--- src/rcsw_defs.svh ---
// Constant definitions for the redundant reference clock switch.
`ifndef RCSW_DEFS_SVH
`define RCSW_DEFS_SVH

// ----------------------------------------------------------------------
// Bus geometry and register map
// ----------------------------------------------------------------------
`define RCSW_AW         12
`define RCSW_DW         32
`define RCSW_ADDR_CTRL  12'h000
`define RCSW_ADDR_STAT  12'h004

// ----------------------------------------------------------------------
// Control register fields and reset value
// ----------------------------------------------------------------------
`define RCSW_CTRL_W     4
`define RCSW_CTRL_SEL   0
`define RCSW_CTRL_HOLD  1
`define RCSW_CTRL_DIVN  2
`define RCSW_CTRL_INITN 3
`define RCSW_CTRL_RST   4'hC

// ----------------------------------------------------------------------
// Status register fields
// ----------------------------------------------------------------------
`define RCSW_STAT_W     4
`define RCSW_STAT_ACT   0
`define RCSW_STAT_F0    1
`define RCSW_STAT_F1    2
`define RCSW_STAT_PRI   3

// ----------------------------------------------------------------------
// Synchronisers, references and output divider
// ----------------------------------------------------------------------
`define RCSW_SYNC_W     3
`define RCSW_SYNC_MID   1
`define RCSW_SYNC_LAST  2
`define RCSW_NREF       2
`define RCSW_NOUT       6
`define RCSW_DIV_W      2
`define RCSW_DIV_LAST   2'h1
`define RCSW_REF_A      1'b0

`endif

--- src/rcsw_pkg.sv ---
// Types shared by the redundant reference clock switch.
package rcsw_pkg;
	// Selection mode: automatic switching or held by the select input.
	typedef enum logic [0:0] {
		ST_AUTO   = 1'b0,
		ST_MANUAL = 1'b1
	} rcsw_state_e;
endpackage

--- src/rcsw_mon_if.sv ---
// Carrier between the switch core and one reference monitor.
interface rcsw_mon_if;
	logic fb_rise; // One-cycle pulse on each filtered feedback rise.
	logic clear;   // One-cycle pulse that restarts the monitor.
	logic fail;    // Registered failure flag.
	logic lvl;     // Filtered level of the reference input.
	modport mon (input fb_rise, input clear, output fail, output lvl);
	modport ctl (output fb_rise, output clear, input fail, input lvl);
endinterface

--- src/rcsw_ref_monitor.sv ---
// Failure monitor for one reference clock input.
`include "rcsw_defs.svh"

module rcsw_ref_monitor (
	input  wire logic  i_mclk,
	input  wire logic  i_sys_rst,
	input  wire logic  i_ref_pin,
	rcsw_mon_if.mon    mon
);
	logic [`RCSW_SYNC_W-1:0] sync_reg;
	logic                    lvl_reg;
	logic                    seen_reg;
	logic                    fail_reg;
	wire                     agree;
	wire                     edge_now;

	// A change counts only once the last two stages agree.
	assign agree    = sync_reg[`RCSW_SYNC_LAST] == sync_reg[`RCSW_SYNC_MID];
	assign edge_now = agree && (sync_reg[`RCSW_SYNC_LAST] != lvl_reg);
	assign mon.fail = fail_reg;
	assign mon.lvl  = lvl_reg;

	// Three-stage synchroniser and glitch filter for the pin.
	always_ff @(posedge i_mclk) begin
		if (i_sys_rst) begin
			sync_reg <= '0;
			lvl_reg  <= 1'b0;
		end else begin
			sync_reg <= {sync_reg[`RCSW_SYNC_W-2:0], i_ref_pin};
			if (agree)
				lvl_reg <= sync_reg[`RCSW_SYNC_LAST];
		end
	end

	// One feedback period with no edge marks the input as failed.
	// An edge in the same cycle as the feedback rise still counts.
	// A restart counts as an edge, so the partial window after it never flags.
	always_ff @(posedge i_mclk) begin
		if (i_sys_rst || mon.clear) begin
			seen_reg <= 1'b1;
			fail_reg <= 1'b0;
		end else if (mon.fb_rise) begin
			seen_reg <= 1'b0;
			fail_reg <= !(seen_reg || edge_now);
		end else if (edge_now) begin
			seen_reg <= 1'b1;
		end
	end
endmodule // rcsw_ref_monitor

--- src/rcsw_top.sv ---
// Top level of the redundant reference clock switch.
//
// Decided for this implementation: the register offsets and the APB interface to the registers.
`include "rcsw_defs.svh"
// Functional notes
// - Exactly one reference feeds the PLL.
// - Select input high picks reference B initially.
// - Active flag low for A, high for B.
// - Init falling edge records the primary reference.
// - Init falling edge clears both fail flags.
// - No toggle for a feedback period means failure.
// - Each input drives its own fail flag.
// - Fail flags track inputs, recover without init.
// - Manual hold keeps the selected clock always.
// - Manual select change switches reference and flag.
// - Hold low by default enables automatic switching.
// - Auto switch only when the other is good.
// - Active flag follows an automatic switch.
// - Stay on secondary while it stays good.
// - Secondary failing returns to a good primary.
// - Divider reset holds true low, inverted high.
// - Divider reset high by default, dividers run.

module rcsw_top (
	input  wire logic                 i_mclk,
	input  wire logic                 i_sys_rst,
	input  wire logic                 i_ref_clock_a,
	input  wire logic                 i_ref_clock_b,
	input  wire logic                 i_feedback_clk,
	input  wire logic                 i_psel,
	input  wire logic                 i_penable,
	input  wire logic                 i_pwrite,
	input  wire logic [`RCSW_AW-1:0]  i_paddr,
	input  wire logic [`RCSW_DW-1:0]  i_pwdata,
	output logic                      o_pready,
	output logic [`RCSW_DW-1:0]       o_prdata,
	output logic                      o_pslverr,
	output logic                      o_pll_ref,
	output logic                      o_active_ref_flag,
	output logic                      o_ref0_fail_flag,
	output logic                      o_ref1_fail_flag,
	output logic [`RCSW_NOUT-1:0]     o_true_clock_out,
	output logic [`RCSW_NOUT-1:0]     o_inverted_clock_out
);
	// ------------------------------------------------------------------
	// Declarations
	// ------------------------------------------------------------------
	logic [`RCSW_SYNC_W-1:0]  fb_sync_reg;
	logic                     fb_lvl_reg;
	logic [`RCSW_CTRL_W-1:0]  ctrl_reg;
	logic [`RCSW_DW-1:0]      prdata_reg;
	logic                     slverr_reg;
	logic [`RCSW_DW-1:0]      rd_data_w;
	rcsw_pkg::rcsw_state_e    state_reg;
	rcsw_pkg::rcsw_state_e    state_next;
	logic                     active_reg;
	logic                     active_next;
	logic                     primary_reg;
	logic                     pll_ref_reg;
	logic [`RCSW_DIV_W-1:0]   div_cnt_reg;
	logic                     q_reg;
	logic                     qn_reg;
	logic [`RCSW_NREF-1:0]    fail_w;
	logic [`RCSW_NREF-1:0]    lvl_w;
	wire  [`RCSW_NREF-1:0]    ref_pins;
	wire                      fb_agree;
	wire                      fb_rise;
	wire                      setup_ph;
	wire                      access_ph;
	wire                      hit_ctrl;
	wire                      hit_stat;
	wire                      wr_ctrl;
	wire                      init_fall;
	wire                      sel;
	wire                      hold;
	wire                      div_run_n;
	wire                      init_n;
	wire                      act_fail;
	wire                      alt_fail;
	wire                      sw_ok;
	wire                      pll_ref_next;
	wire                      ref_rise;

	// Picks the bit of a two-reference vector that belongs to one input.
	function automatic logic pick(input logic [`RCSW_NREF-1:0] v, input logic idx);
		pick = (idx == `RCSW_REF_A) ? v[0] : v[1];
	endfunction

	// ------------------------------------------------------------------
	// Feedback clock sampling
	// ------------------------------------------------------------------
	// The feedback clock is a pin; it is filtered like the references.
	assign fb_agree = fb_sync_reg[`RCSW_SYNC_LAST] == fb_sync_reg[`RCSW_SYNC_MID];
	assign fb_rise  = fb_agree && fb_sync_reg[`RCSW_SYNC_LAST] && !fb_lvl_reg;

	always_ff @(posedge i_mclk) begin
		if (i_sys_rst) begin
			fb_sync_reg <= '0;
			fb_lvl_reg  <= 1'b0;
		end else begin
			fb_sync_reg <= {fb_sync_reg[`RCSW_SYNC_W-2:0], i_feedback_clk};
			if (fb_agree)
				fb_lvl_reg <= fb_sync_reg[`RCSW_SYNC_LAST];
		end
	end

	// ------------------------------------------------------------------
	// Reference monitors
	// ------------------------------------------------------------------
	// One monitor per input, each with its own fail flag.
	rcsw_mon_if mon_if [`RCSW_NREF] ();
	assign ref_pins = {i_ref_clock_b, i_ref_clock_a};

	genvar g;
	generate
		for (g = 0; g < `RCSW_NREF; g++) begin : g_mon
			assign mon_if[g].fb_rise = fb_rise;
			assign mon_if[g].clear   = init_fall;
			assign fail_w[g]         = mon_if[g].fail;
			assign lvl_w[g]          = mon_if[g].lvl;
			rcsw_ref_monitor u_mon (
				.i_mclk    (i_mclk),
				.i_sys_rst (i_sys_rst),
				.i_ref_pin (ref_pins[g]),
				.mon       (mon_if[g])
			);
		end
	endgenerate

	// ------------------------------------------------------------------
	// APB slave
	// ------------------------------------------------------------------
	// Zero wait states; read data is captured in the setup cycle.
	assign setup_ph  = i_psel && !i_penable;
	assign access_ph = i_psel && i_penable;
	assign hit_ctrl  = i_paddr == `RCSW_ADDR_CTRL;
	assign hit_stat  = i_paddr == `RCSW_ADDR_STAT;
	assign wr_ctrl   = access_ph && i_pwrite && hit_ctrl;
	assign o_pready  = 1'b1;
	assign o_prdata  = prdata_reg;
	assign o_pslverr = slverr_reg;

	// Read multiplexer; unmapped addresses read as zero.
	always_comb begin
		rd_data_w = '0;
		if (hit_ctrl) begin
			rd_data_w[`RCSW_CTRL_W-1:0] = ctrl_reg;
		end else if (hit_stat) begin
			rd_data_w[`RCSW_STAT_ACT] = active_reg;
			rd_data_w[`RCSW_STAT_F0]  = fail_w[0];
			rd_data_w[`RCSW_STAT_F1]  = fail_w[1];
			rd_data_w[`RCSW_STAT_PRI] = primary_reg;
		end
	end

	// Bus answer registers, loaded once per transfer at setup.
	always_ff @(posedge i_mclk) begin
		if (i_sys_rst) begin
			prdata_reg <= '0;
			slverr_reg <= 1'b0;
		end else if (setup_ph) begin
			prdata_reg <= i_pwrite ? '0 : rd_data_w;
			slverr_reg <= !(hit_ctrl || hit_stat);
		end
	end

	// Control register; the reset value mirrors the pin pulls.
	always_ff @(posedge i_mclk) begin
		if (i_sys_rst)
			ctrl_reg <= `RCSW_CTRL_RST;
		else if (wr_ctrl)
			ctrl_reg <= i_pwdata[`RCSW_CTRL_W-1:0];
	end

	// ------------------------------------------------------------------
	// Reference selection
	// ------------------------------------------------------------------
	assign sel       = ctrl_reg[`RCSW_CTRL_SEL];
	assign hold      = ctrl_reg[`RCSW_CTRL_HOLD];
	assign div_run_n = ctrl_reg[`RCSW_CTRL_DIVN];
	assign init_n    = ctrl_reg[`RCSW_CTRL_INITN];
	// Only a written high-to-low change is an event, not a steady low.
	assign init_fall = wr_ctrl && init_n && !i_pwdata[`RCSW_CTRL_INITN];
	assign act_fail  = pick(fail_w, active_reg);
	assign alt_fail  = pick(fail_w, !active_reg);
	assign sw_ok     = act_fail && !alt_fail;

	// Mode machine and next active reference.
	always_comb begin
		state_next  = state_reg;
		active_next = active_reg;
		case (state_reg)
			rcsw_pkg::ST_MANUAL: begin
				active_next = sel;
				if (!hold)
					state_next = rcsw_pkg::ST_AUTO;
			end
			rcsw_pkg::ST_AUTO: begin
				if (hold) begin
					state_next  = rcsw_pkg::ST_MANUAL;
					active_next = sel;
				end else if (init_fall) begin
					active_next = sel;
				end else if (sw_ok) begin
					active_next = !active_reg;
				end
			end
			default: begin
				state_next = rcsw_pkg::ST_AUTO;
			end
		endcase
	end

	// The active flag is the selection register itself, so it never lags.
	always_ff @(posedge i_mclk) begin
		if (i_sys_rst) begin
			state_reg   <= rcsw_pkg::ST_AUTO;
			active_reg  <= `RCSW_REF_A;
			primary_reg <= `RCSW_REF_A;
		end else begin
			state_reg  <= state_next;
			active_reg <= active_next;
			if (init_fall)
				primary_reg <= sel;
		end
	end

	assign o_active_ref_flag = active_reg;
	assign o_ref0_fail_flag  = fail_w[0];
	assign o_ref1_fail_flag  = fail_w[1];

	// ------------------------------------------------------------------
	// Reference path and output divider
	// ------------------------------------------------------------------
	// Registered mux so a switch cannot merge both references.
	assign pll_ref_next = pick(lvl_w, active_reg);
	assign ref_rise     = pll_ref_next && !pll_ref_reg;

	always_ff @(posedge i_mclk) begin
		if (i_sys_rst)
			pll_ref_reg <= 1'b0;
		else
			pll_ref_reg <= pll_ref_next;
	end

	// Divider held in reset while the divider reset bit is low.
	always_ff @(posedge i_mclk) begin
		if (i_sys_rst || !div_run_n) begin
			div_cnt_reg <= '0;
			q_reg       <= 1'b0;
			qn_reg      <= 1'b1;
		end else if (ref_rise) begin
			if (div_cnt_reg == `RCSW_DIV_LAST) begin
				div_cnt_reg <= '0;
				q_reg       <= !q_reg;
				qn_reg      <= !qn_reg;
			end else begin
				div_cnt_reg <= div_cnt_reg + 1'b1;
			end
		end
	end

	assign o_pll_ref            = pll_ref_reg;
	assign o_true_clock_out     = {`RCSW_NOUT{q_reg}};
	assign o_inverted_clock_out = {`RCSW_NOUT{qn_reg}};

	wire auto_step = (state_reg == rcsw_pkg::ST_AUTO) && !hold && !init_fall;
endmodule // rcsw_top

--- config.mk ---
export PLATFORM = sky130hd
export DESIGN_NAME = rcsw_top
export DESIGN_NICKNAME = d
export VERILOG_FILES = /design/src/rcsw_pkg.sv /design/src/rcsw_mon_if.sv /design/src/rcsw_ref_monitor.sv /design/src/rcsw_top.sv
export VERILOG_INCLUDE_DIRS = /design/src
export SDC_FILE = /design/constraint.sdc
export NUM_CORES = 1
export LEC_CHECK = 0
export ABC_AREA = 1
export BUFFER_PORTS_ARGS = -buffer_cell sky130_fd_sc_hd__clkbuf_2
export CORE_UTILIZATION = 35
export CTS_CLUSTER_DIAMETER = 30
export CTS_CLUSTER_SIZE = 20
export DETAILED_ROUTE_END_ITERATION = 16
export GPL_TIMING_DRIVEN = 0
export PLACE_DENSITY = 0.7
export SKIP_LAST_GASP = 1
export SLEW_MARGIN = 20
export SYNTH_ARGS = -nofsm -noshare
export SYNTH_HDL_FRONTEND = slang
export SYNTH_SLANG_ARGS = --single-unit
export TNS_END_PERCENT = 5
--- constraint.sdc ---
create_clock -name i_mclk -period 1.57 [get_ports i_mclk]
set_clock_uncertainty 0.2 [all_clocks]
set_input_delay 0.471 -clock i_mclk [delete_from_list [all_inputs] [get_ports i_mclk]]
set_output_delay 0.471 -clock i_mclk [all_outputs]
set_load 0.1 [all_outputs]
Word level (Yosys, flattened, before mapping)
Cells that the tools add are included.
W data, S select, Z words.
{"block": "word_totals", "register_bits": 61, "latch_bits": 0, "mem_bits_rw": 0, "mem_bits_ro": 0, "input_bits": 52, "memories": 0}
{"block": "op_classes", "addsub": 1, "n_mul": 0, "n_div": 0, "magnitude_cmp": 0, "eq_ne": 8, "n_shift": 0, "muxes": 16, "bitwise_logic": 1, "reduce_logical": 33}
{"op": "$eq A12 B3 Y1 const B", "n": 1}
{"op": "$logic_and A1 B1 Y1", "n": 12}
{"op": "$logic_not A1 Y1", "n": 12}
{"op": "$logic_not A12 Y1", "n": 1}
{"op": "$mux W4", "n": 3}
{"op": "$mux W1", "n": 11}
{"op": "$logic_or A1 B1 Y1", "n": 5}
{"op": "$ne A4 B3 Y1 const B", "n": 1}
{"op": "$reduce_bool A2 Y1", "n": 2}
{"op": "$eq A1 B1 Y1", "n": 3}
{"op": "$add A2 B1 Y2 const B", "n": 1}
{"op": "$eq A2 B1 Y1 const B", "n": 1}
{"op": "$mux W2", "n": 1}
{"op": "$ne A1 B1 Y1", "n": 2}
{"op": "$pmux W1 S2", "n": 1}
{"op": "$reduce_and A2 Y1", "n": 1}
{"op": "$not A1 Y1", "n": 1}

Longest topological paths before layout
Gate-level depths: netlist (run 1).
{"block": "depth", "ltp_word": 8, "mapped_depth": 8, "mapped_depth_nobuf": 7}

Hierarchy
Synthesis (run 1) repeated with hierarchy kept, for this count alone.
{"block": "unflattened", "cells_unflattened": 234, "area_unflattened_um2": 1681.6}
{"mod": "rcsw_top", "n_inst": 1, "cells_per_inst": 182, "area_per_inst_um2": 1268.7, "seq_area_each_um2": 420.4}
{"mod": "rcsw_ref_monitor", "n_inst": 2, "cells_per_inst": 26, "area_per_inst_um2": 206.4, "seq_area_each_um2": 120.1}

Worst setup path after synthesis (run 1)
Ideal clock, no wire load.
{"block": "synth_timing", "path_kind": "reg-to-reg", "from": "reg active_reg (netlist: o_active_ref_flag)", "to": "reg qn_reg", "setup_ns": 0.123, "arrival_time_ns": 1.727, "slack_ns": -0.480, "stages_incl_launch_ff": 8, "path_buffers": 0, "period_less_slack_ns": 2.050, "path_cell_list": "dfxtp_1 -> inv_1 -> nand2_1 -> nand2_1 -> nor2_2 -> nand3_1 -> a21boi_1 -> o21ai_1"}
{"block": "synth_via", "elab_chain_cells": 3}
{"element": "from (decl)", "line_no": "rcsw_top.sv:56", "rtl": "logic active_reg;"}
{"element": "from (signal assigned)", "line_no": "rcsw_top.sv:218", "rtl": "active_reg <= `RCSW_REF_A;"}
{"element": "from (signal assigned)", "line_no": "rcsw_top.sv:222", "rtl": "active_reg <= active_next;"}
{"element": "$mux W1", "line_no": "rcsw_top.sv:86", "rtl": "pick = (idx == `RCSW_REF_A) ? v[0] : v[1];"}
{"element": "$logic_and A1 B1 Y1", "line_no": "rcsw_top.sv:237", "rtl": "assign ref_rise = pll_ref_next && !pll_ref_reg;"}
{"element": "$reduce_and A2 Y1 (no line)"}
{"element": "to (signal assigned)", "line_no": "rcsw_top.sv:256", "rtl": "qn_reg <= !qn_reg;"}
{"element": "to (decl)", "line_no": "rcsw_top.sv:62", "rtl": "logic qn_reg;"}
No other way between the ends.
A chain may end at the register's enable or synchronous reset.

Final worst setup path (run 1)
{"block": "layout_timing", "from": "reg qn_reg", "to": "out o_inverted_clock_out[5]"}
{"element": "to (decl)", "line_no": "rcsw_top.sv:43", "rtl": "output logic [`RCSW_NOUT-1:0] o_inverted_clock_out"}
No word-level cell between the ends.

==> flow_metrics.py, run 1 <==
metrics = {
    "status": {
        "status": "finished, violations left",
        "violations": "setup timing",
    },
    "yosys": {
        "yosys-top-cells-area": "dfxtp_1 (39%), buf_4 (18%), nand2_1 (9.1%)",
        "async_reset_ff_frac": 0,
        "synth_largest_area_cell": "dfxtp_1",
        "synth_cell_types": 23,
        "synth_cells": 232,
        "synth_seq_cells": 33,
        "synth_top_area_share": 0.389,
        "yosys_warnings": 0,
        "seq_area_frac_synth": 0.389,
        "yosys_most_used_dff": "dfxtp_1",
        "synth_area_um2": 1700,
        "synth_commonest_cells": "buf_4 (41), nand2_1 (41), nor2_1 (37)",
        "synth-edff-count": 0,
        "avgSynthCellArea_um2": 7.32,
    },
    "pwr": {
        "switchingPower_uw": 674,
        "seq_power_share": 0.432,
        "swShare": 0.343,
        "peakVddDrop_mv": 0.397,
        "comb_power_share": 0.236,
        "power_leakage_uw": 0.00133,
        "internal-power_uw": 1290,
        "p_per_area_nw_per_um2": 793,
        "power.share.clock": 0.331,
    },
    "critical_path": {
        "critPathArrivalTime_ps": 980,
        "setup.worst_path.start": "qn_reg$_SDFFE_PP1P_",
        "cp_max_fo": 7,
        "worst-setup-path-type": "flip-flop to output port",
        "r2r-start": "o_active_ref_flag$_SDFFE_PP0P_",
        "cp.required_ps": 900,
        "end_kind": "output port",
        "startpoint_type": "flip-flop",
        "r2r_slack_ps": 170,
    },
    "timing": {
        "max_freq_ghz": 0.606,
        "setup_ws_ps": -80.3,
        "rsz0062_at_grt": "true",
        "timing.final.max_slew_violations": 0,
        "period_share": 1.05,
        "setup_viol": 20,
        "finalHoldViolCount": 0,
        "layout_min_cycle_time_ps": 1650,
        "hold_ws_ps": 167,
    },
    "placed_design": {
        "hpwlAfterDp_um": 2350,
        "placed_cells": 355,
        "port_buffers": 44,
        "place.gp.congestion": 0.722,
        "post_dp_cell_area_um2": 2090,
    },
    "floorplanning": {
        "die_area_um2": 5140,
        "die_x_um": 71.7,
        "core_area_um2": 4500,
        "boundaryPins": 102,
        "rows": 24,
        "start_util": 0.377,
        "die_y_um": 71.7,
    },
    "route": {
        "drt_pass1_iterations": 4,
        "dr.first_iter.drc_count": 64,
        "wirelength_um": 3210,
        "vias": 1465,
        "wl_per_cell_um": 8.81,
        "drcViolationCount": 0,
        "ant_nets": 0,
        "vias_per_cell": 4.02,
    },
    "finish": {
        "syn_to_final_growth_pct": 45.9,
        "n_antenna_cell": 0,
        "finish.net_count": 364,
        "drive_gt1_frac": 0.369,
        "largest_reg_flops": 6,
        "final_cells": 364,
        "finalInstanceArea_um2": 2480,
        "fillers": 432,
    },
    "global_routing": {
        "antenna_found_initial": 0,
        "grt_max_degree": 11,
        "grt_pass1_wl_um": 5430,
        "grt_overflow_total": 0,
        "grt_pass1_vias": 1311,
        "track_usage": 0.138,
    },
    "clock_network": {
        "cts-buffers-inserted": 5,
        "insertion_delay_ps": 290,
        "clockBufferDepth": 2,
        "cts.sinks": 33,
        "h-tree-depth": 2,
        "clk_pin_slew_ps": 60,
        "clockRootBuffer": "clkbuf_8",
        "cts_tree": "yes",
    },
    "job": {
        "drv_cap": 0,
    },
    "min_path": {
        "hold_start": "i_ref_clock_b",
        "hold_path.class": "input port to flip-flop",
    },
}
[through the flow]
stage / setup TNS [ps] / total power [uW] / setup slack (ps) / util
after floorplan: -255 / 1290 / -60.7 / -
after global placement: -1590 / 1330 / -104 / 0.464
after detailed placement: -2230 / 1330 / -167 / 0.464
after CTS: -1370 / 1990 / -82.9 / 0.550
after global routing: -1930 / 2050 / -115 / 0.550
final: -1190 / 1970 / -80.3 / 0.550
[repair_timing]
item	4_1_cts	5_1_grt
endpoints found under the setup margin	21	21
resized for setup	52	1
buffers inserted	1	0
hold buffers	0	0
[kinds of logic (layout without fill, tap and decap cells)]
family	count (synthesis)	after routing	synth area share
AO/OA/AOI/OAI	22	22	0.0781
adder cells (fa/ha/maj)	1	1	0.00736
buffers and inverters	75	128	0.262
flip-flops	33	33	0.389
other	2	29	0.00442
AND/OR/NAND/NOR	99	99	0.259
[placed cells by master, fill, tap and decap left out, drive strengths merged, types with 2 or more instances in the layout]
master  count
or2         2
conb       29
nand2      41
o21ai       7
dfxtp      33
buf        46
a21oi      12
nor3        2
nand3      12
o21bai      2
nor2       40
inv        31
clkbuf     51
[final timing paths]
path / cells past startpoint / end
max: 2 / o_inverted_clock_out[5]
min: 3 / g_mon[1].u_mon.sync_reg[0]$_SDFF_PP0_
max reg2reg: 7 / qn_reg$_SDFFE_PP1P_
min reg2reg: 2 / g_mon[1].u_mon.sync_reg[1]$_SDFF_PP0_
[metal layers]
metal	vias to the layer above	global-route usage	share of wire
li1	792	-	-
met1	613	0.150	0.42
met2	49	0.233	0.48
met3	11	0.0478	0.069
met4	0	0.0828	0.026
met5	-	0	0
[final cells by class]
class / instances / area (um2) / share of cell area
buffer: 44 / 329 / 0.133
clock buffer: 8 / 90.1 / 0.0363
inverter: 31 / 116 / 0.0469
multi-input combinational: 151 / 694 / 0.280
sequential: 33 / 674 / 0.272
tap: 52 / 65.1 / 0.0262
timing repair buffer: 45 / 509 / 0.205
[power groups by stage]
stage,clock network [uW],registers (uW),logic [uW]
finish,652,850,464
global route,718,851,484
CTS,674,850,463
detailed placement,0,873,461
global placement,0,872,460
floorplan,0,884,407
[worst max-delay path, stage by stage (launching register included)]
cell and delay [ps]:
dfxtp_4 360, buf_4 140, clkbuf_16 190
(Power assumes the default switching activity.)
==> run 2, diff against run 1 <==
--- a/config.mk
+++ b/config.mk
@@ -8,6 +8,7 @@
 export LEC_CHECK = 0
 export ABC_AREA = 1
 export BUFFER_PORTS_ARGS = -buffer_cell sky130_fd_sc_hd__clkbuf_2
+export CORE_ASPECT_RATIO = 1.5
 export CORE_UTILIZATION = 35
 export CTS_CLUSTER_DIAMETER = 30
 export CTS_CLUSTER_SIZE = 20
==> flow_metrics.py, run 2 (synthesis gave the netlist of run 1 again) <==
metrics = {
    "route": {
        "ant_nets": 0,
        "drcViolationCount": 0,
        "wirelength_um": 3270,
        "vias": 1484,
        "vias_per_cell": 3.96,
        "dr.first_iter.drc_count": 32,
        "wl_per_cell_um": 8.71,
        "drt_pass1_iterations": 6,
    },
    "finish": {
        "mostFrequentLayoutCell": "buf_4",
        "drive_gt1_frac": 0.370,
        "largest_reg_flops": 6,
        "finish.net_count": 364,
        "final_cells": 375,
        "finalInstanceArea_um2": 2490,
        "fillers": 456,
        "n_antenna_cell": 0,
        "syn_to_final_growth_pct": 46.5,
        "layout_common_cells": "buf_4 (42), nand2_1 (41), nor2_1 (37), conb_1 (29), dfxtp_1 (28)",
    },
    "placed_design": {
        "hpwlAfterDp_um": 2310,
        "port_buffers": 44,
        "placed_cells": 367,
        "place.gp.congestion": 0.740,
        "post_dp_cell_area_um2": 2110,
        "post-place-ws_ps": -137,
    },
    "global_routing": {
        "grt_overflow_total": 0,
        "grt_pass1_vias": 1319,
        "grt_max_degree": 11,
        "antenna_found_initial": 0,
        "grt_pass1_wl_um": 5420,
        "track_usage": 0.140,
    },
    "floorplanning": {
        "core_area_um2": 4580,
        "rows": 30,
        "boundaryPins": 102,
        "die_y_um": 87.3,
        "die_area_um2": 5140,
        "die_x_um": 58.9,
        "start_util": 0.371,
    },
    "critical_path": {
        "crit_chain": "buf_4, clkbuf_16",
        "end_kind": "output port",
        "cp_slowest_cell": "dfxtp_4",
        "cp_max_fo": 7,
        "worst-setup-path-type": "flip-flop to output port",
        "r2r-start": "o_active_ref_flag$_SDFFE_PP0P_",
        "cp_slowest_stage_delay_ps": 360,
        "path_buf_inv": 2,
        "critPathArrivalTime_ps": 970,
        "setup.worst_path.start": "qn_reg$_SDFFE_PP1P_",
        "startpoint_type": "flip-flop",
        "cp.required_ps": 900,
        "cpLargestDelayFamily": "flip-flops",
    },
    "timing": {
        "max_freq_ghz": 0.608,
        "setup_viol": 19,
        "rsz0062_at_grt": "true",
        "timing.final.max_slew_violations": 0,
        "finalHoldViolCount": 0,
        "period_share": 1.05,
        "setup_ws_ps": -75.7,
        "hold_ws_ps": 174,
        "layout_min_cycle_time_ps": 1650,
    },
    "clock_network": {
        "cts_tree": "yes",
        "cts.sinks": 33,
        "cts-buffers-inserted": 5,
        "clockBufferDepth": 2,
        "clockRootBuffer": "clkbuf_8",
        "clk_pin_slew_ps": 60,
        "insertion_delay_ps": 280,
        "hold_buffers": 0,
        "h-tree-depth": 2,
    },
    "job": {
        "drv_cap": 0,
    },
    "pwr": {
        "power_leakage_uw": 0.00133,
        "power_uw": 1950,
        "peakVddDrop_mv": 0.501,
        "p_per_area_nw_per_um2": 783,
    },
    "min_path": {
        "hold_start": "i_ref_clock_a",
        "hold_path.class": "input port to flip-flop",
    },
    "status": {
        "status": "finished, violations left",
        "violations": "setup timing",
    },
}
[run 2: cell count changes in the layout (fill, tap and decap cells not counted)]
cell      delta
buf_4        -1
clkbuf_4     +1
clkbuf_1     -1
[run 2: final cells by class]
cell class                 instances  area (um2)  share of cell area
buffer                            44         329               0.132
clock buffer                       7        86.3              0.0347
sequential                        33         674               0.271
timing repair buffer              45         509               0.205
tap                               64        80.1              0.0322
inverter                          31         116              0.0467
multi-input combinational        151         694               0.279
[run 2: layer usage]
layer  up-vias  routed length (um)  global-route usage
met5         -                   0                   0
met4         0                  51              0.0519
met3         6                 245              0.0535
met2        52                1720               0.269
met1       633                1250               0.127
li1        793                   -                   -
[run 2: report_power, final]
group	switching, uW	internal (uW)	total, uW
registers	5.51	845	850
logic	375	90.0	465
clock network	286	347	633
total	667	1280	1950
[run 2: final timing paths]
check                                                to  slack (ps)  depth (start not counted)
setup / recovery                o_inverted_clock_out[4]         -80                          2
hold / removal    g_mon[0].u_mon.sync_reg[0]$_SDFF_PP0_         170                          3
hold reg to reg               fb_sync_reg[1]$_SDFF_PP0_         200                          2
setup reg to reg                    qn_reg$_SDFFE_PP1P_         210                          7
[run 2: through the flow]
stage | utilization | TNS (ps)
finish | 0.544 | -1160
global route | 0.544 | -1930
CTS | 0.544 | -1220
detailed placement | 0.460 | -1950
global placement | 0.460 | -1540
floorplan | - | -255
[run 2: repair_timing]
action / CTS / global route
gates resized for setup: 52 / 0
buffers inserted: 1 / 0
pin swaps: 0 / 0
endpoints found under the setup margin: 21 / 21
gates cloned: 0 / 0
[run 2: worst min-delay path, cell delays in order]
cell	delay [ps]
clkbuf_2	80
inv_1	40
nor2_1	30
==> run 3, diff against run 2 <==
--- a/config.mk
+++ b/config.mk
@@ -14,7 +14,7 @@
 export CTS_CLUSTER_SIZE = 20
 export DETAILED_ROUTE_END_ITERATION = 16
 export GPL_TIMING_DRIVEN = 0
-export PLACE_DENSITY = 0.7
+export PLACE_DENSITY = 0.67
 export SKIP_LAST_GASP = 1
 export SLEW_MARGIN = 20
 export SYNTH_ARGS = -nofsm -noshare
==> flow_metrics.py, run 3 (synthesis gave the netlist of run 1 again) <==
metrics = {
    "status": {
        "status": "finished, violations left",
        "violations": "setup timing",
    },
    "route": {
        "wl_per_cell_um": 8.29,
        "topRoutingLayerUsed": "met4",
        "drt_pass1_iterations": 4,
        "vias": 1444,
        "dr.first_iter.drc_count": 23,
        "vias_per_cell": 3.85,
        "ant_nets": 0,
        "wl_met3_um": 226,
        "met1_length_um": 1220,
        "drcViolationCount": 0,
        "routed-wl-met2_um": 1600,
        "wirelength_um": 3110,
    },
    "floorplanning": {
        "die_area_um2": 5140,
        "die_x_um": 58.9,
        "start_util": 0.371,
        "die_y_um": 87.3,
        "boundaryPins": 102,
        "core_area_um2": 4580,
        "rows": 30,
    },
    "global_routing": {
        "antenna_found_initial": 0,
        "grt_pass1_wl_um": 5200,
        "grt_max_degree": 11,
        "grt_pass1_vias": 1269,
        "grt_overflow_total": 0,
        "track_usage": 0.135,
    },
    "finish": {
        "layout_common_cells": "buf_4 (42), nand2_1 (41), nor2_1 (37), conb_1 (29), dfxtp_1 (28)",
        "drive_gt1_frac": 0.370,
        "finalInstanceArea_um2": 2490,
        "mostFrequentLayoutCell": "buf_4",
        "n_antenna_cell": 0,
        "finish.net_count": 364,
        "largest_reg_flops": 6,
        "syn_to_final_growth_pct": 46.5,
    },
    "timing": {
        "fin_tns_setup_ps": -1050,
        "setup_ws_ps": -70.9,
        "period_share": 1.05,
        "max_freq_ghz": 0.609,
        "finalHoldViolCount": 0,
        "timing.final.max_slew_violations": 0,
        "rsz0062_at_grt": "true",
        "layout_min_cycle_time_ps": 1640,
        "setup_viol": 19,
    },
    "min_path": {
        "min_path_cells": 3,
        "min_to": "g_mon[1].u_mon.sync_reg[0]$_SDFF_PP0_",
        "hold_start": "i_ref_clock_b",
        "hold_path.class": "input port to flip-flop",
    },
    "critical_path": {
        "r2r_end": "qn_reg$_SDFFE_PP1P_",
        "critPathArrivalTime_ps": 970,
        "r2r_slack_ps": 200,
        "startpoint_type": "flip-flop",
        "setup.worst_path.start": "qn_reg$_SDFFE_PP1P_",
        "cp_max_fo": 7,
        "r2r_cells": 7,
        "worst-setup-path-type": "flip-flop to output port",
        "cp.required_ps": 900,
        "end_kind": "output port",
        "r2r-start": "o_active_ref_flag$_SDFFE_PP0P_",
    },
    "clock_network": {
        "cts_tree": "yes",
        "clockBufferDepth": 2,
        "clockRootBuffer": "clkbuf_8",
        "cts-buffers-inserted": 5,
        "clk_pin_slew_ps": 60,
        "insertion_delay_ps": 270,
        "cts.sinks": 33,
        "h-tree-depth": 2,
        "hold_buffers": 0,
    },
    "pwr": {
        "peakVddDrop_mv": 0.638,
        "power_leakage_uw": 0.00133,
        "p_per_area_nw_per_um2": 779,
    },
    "placed_design": {
        "hpwlAfterDp_um": 2250,
        "port_buffers": 44,
        "place.gp.congestion": 0.755,
        "post-place-ws_ps": -135,
        "post_dp_cell_area_um2": 2110,
    },
    "job": {
        "drv_cap": 0,
    },
}
[run 3: per-layer routing]
| metal | vias to the layer above | track usage |
|---|---|---|
| met2 | 52 | 0.249 |
| met5 | - | 0 |
| met3 | 6 | 0.0461 |
| li1 | 794 | - |
| met1 | 592 | 0.127 |
| met4 | 0 | 0.0714 |
[run 3: cell type report]
class                      instances  area (um2)
tap                               64        80.1
clock buffer                       7        86.3
timing repair buffer              45         509
buffer                            44         329
sequential                        33         674
multi-input combinational        151         694
inverter                          31         116
fill                             442        2090
[run 3: worst max-delay path: stages, from the launching register on]
cell and delay (ps):
dfxtp_4 360, buf_4 140, clkbuf_16 190
[run 3: report_power, final]
part           total [uW]  internal (uW)  switching (uW)
clock                 625            347             277
sequential            850            845            5.17
combinational         466           90.0             376
[run 3: how the worst max path moves through the flow]
stage,slack [ps],cells past startpoint,endpoint
after floorplan,-60,4,q_reg$_SDFFE_PP0P_
after global placement,-110,8,ctrl_reg[3]$_SDFFE_PP1N_
after detailed placement,-140,2,o_inverted_clock_out[4]
after CTS,-70,2,o_inverted_clock_out[2]
after global routing,-110,2,o_true_clock_out[0]
final,-70,2,o_inverted_clock_out[1]
[run 3: metrics by stage]
| step | total power (uW) | hold WS [ps] | util | cells |
|---|---|---|---|---|
| finish | 1940 | 178 | 0.544 | 375 |
| global placement | 1330 | 190 | 0.460 | 367 |
| detailed placement | 1330 | 194 | 0.460 | 367 |
| floorplan | 1290 | 188 | - | 259 |
| CTS | 1970 | 168 | 0.544 | 375 |
| global route | 2030 | 183 | 0.544 | 375 |
[run 3: timing repair]
item / in CTS / in global routing
buffers inserted: 1 / 0
resized for setup: 52 / 0
setup endpoints to repair: 21 / 21
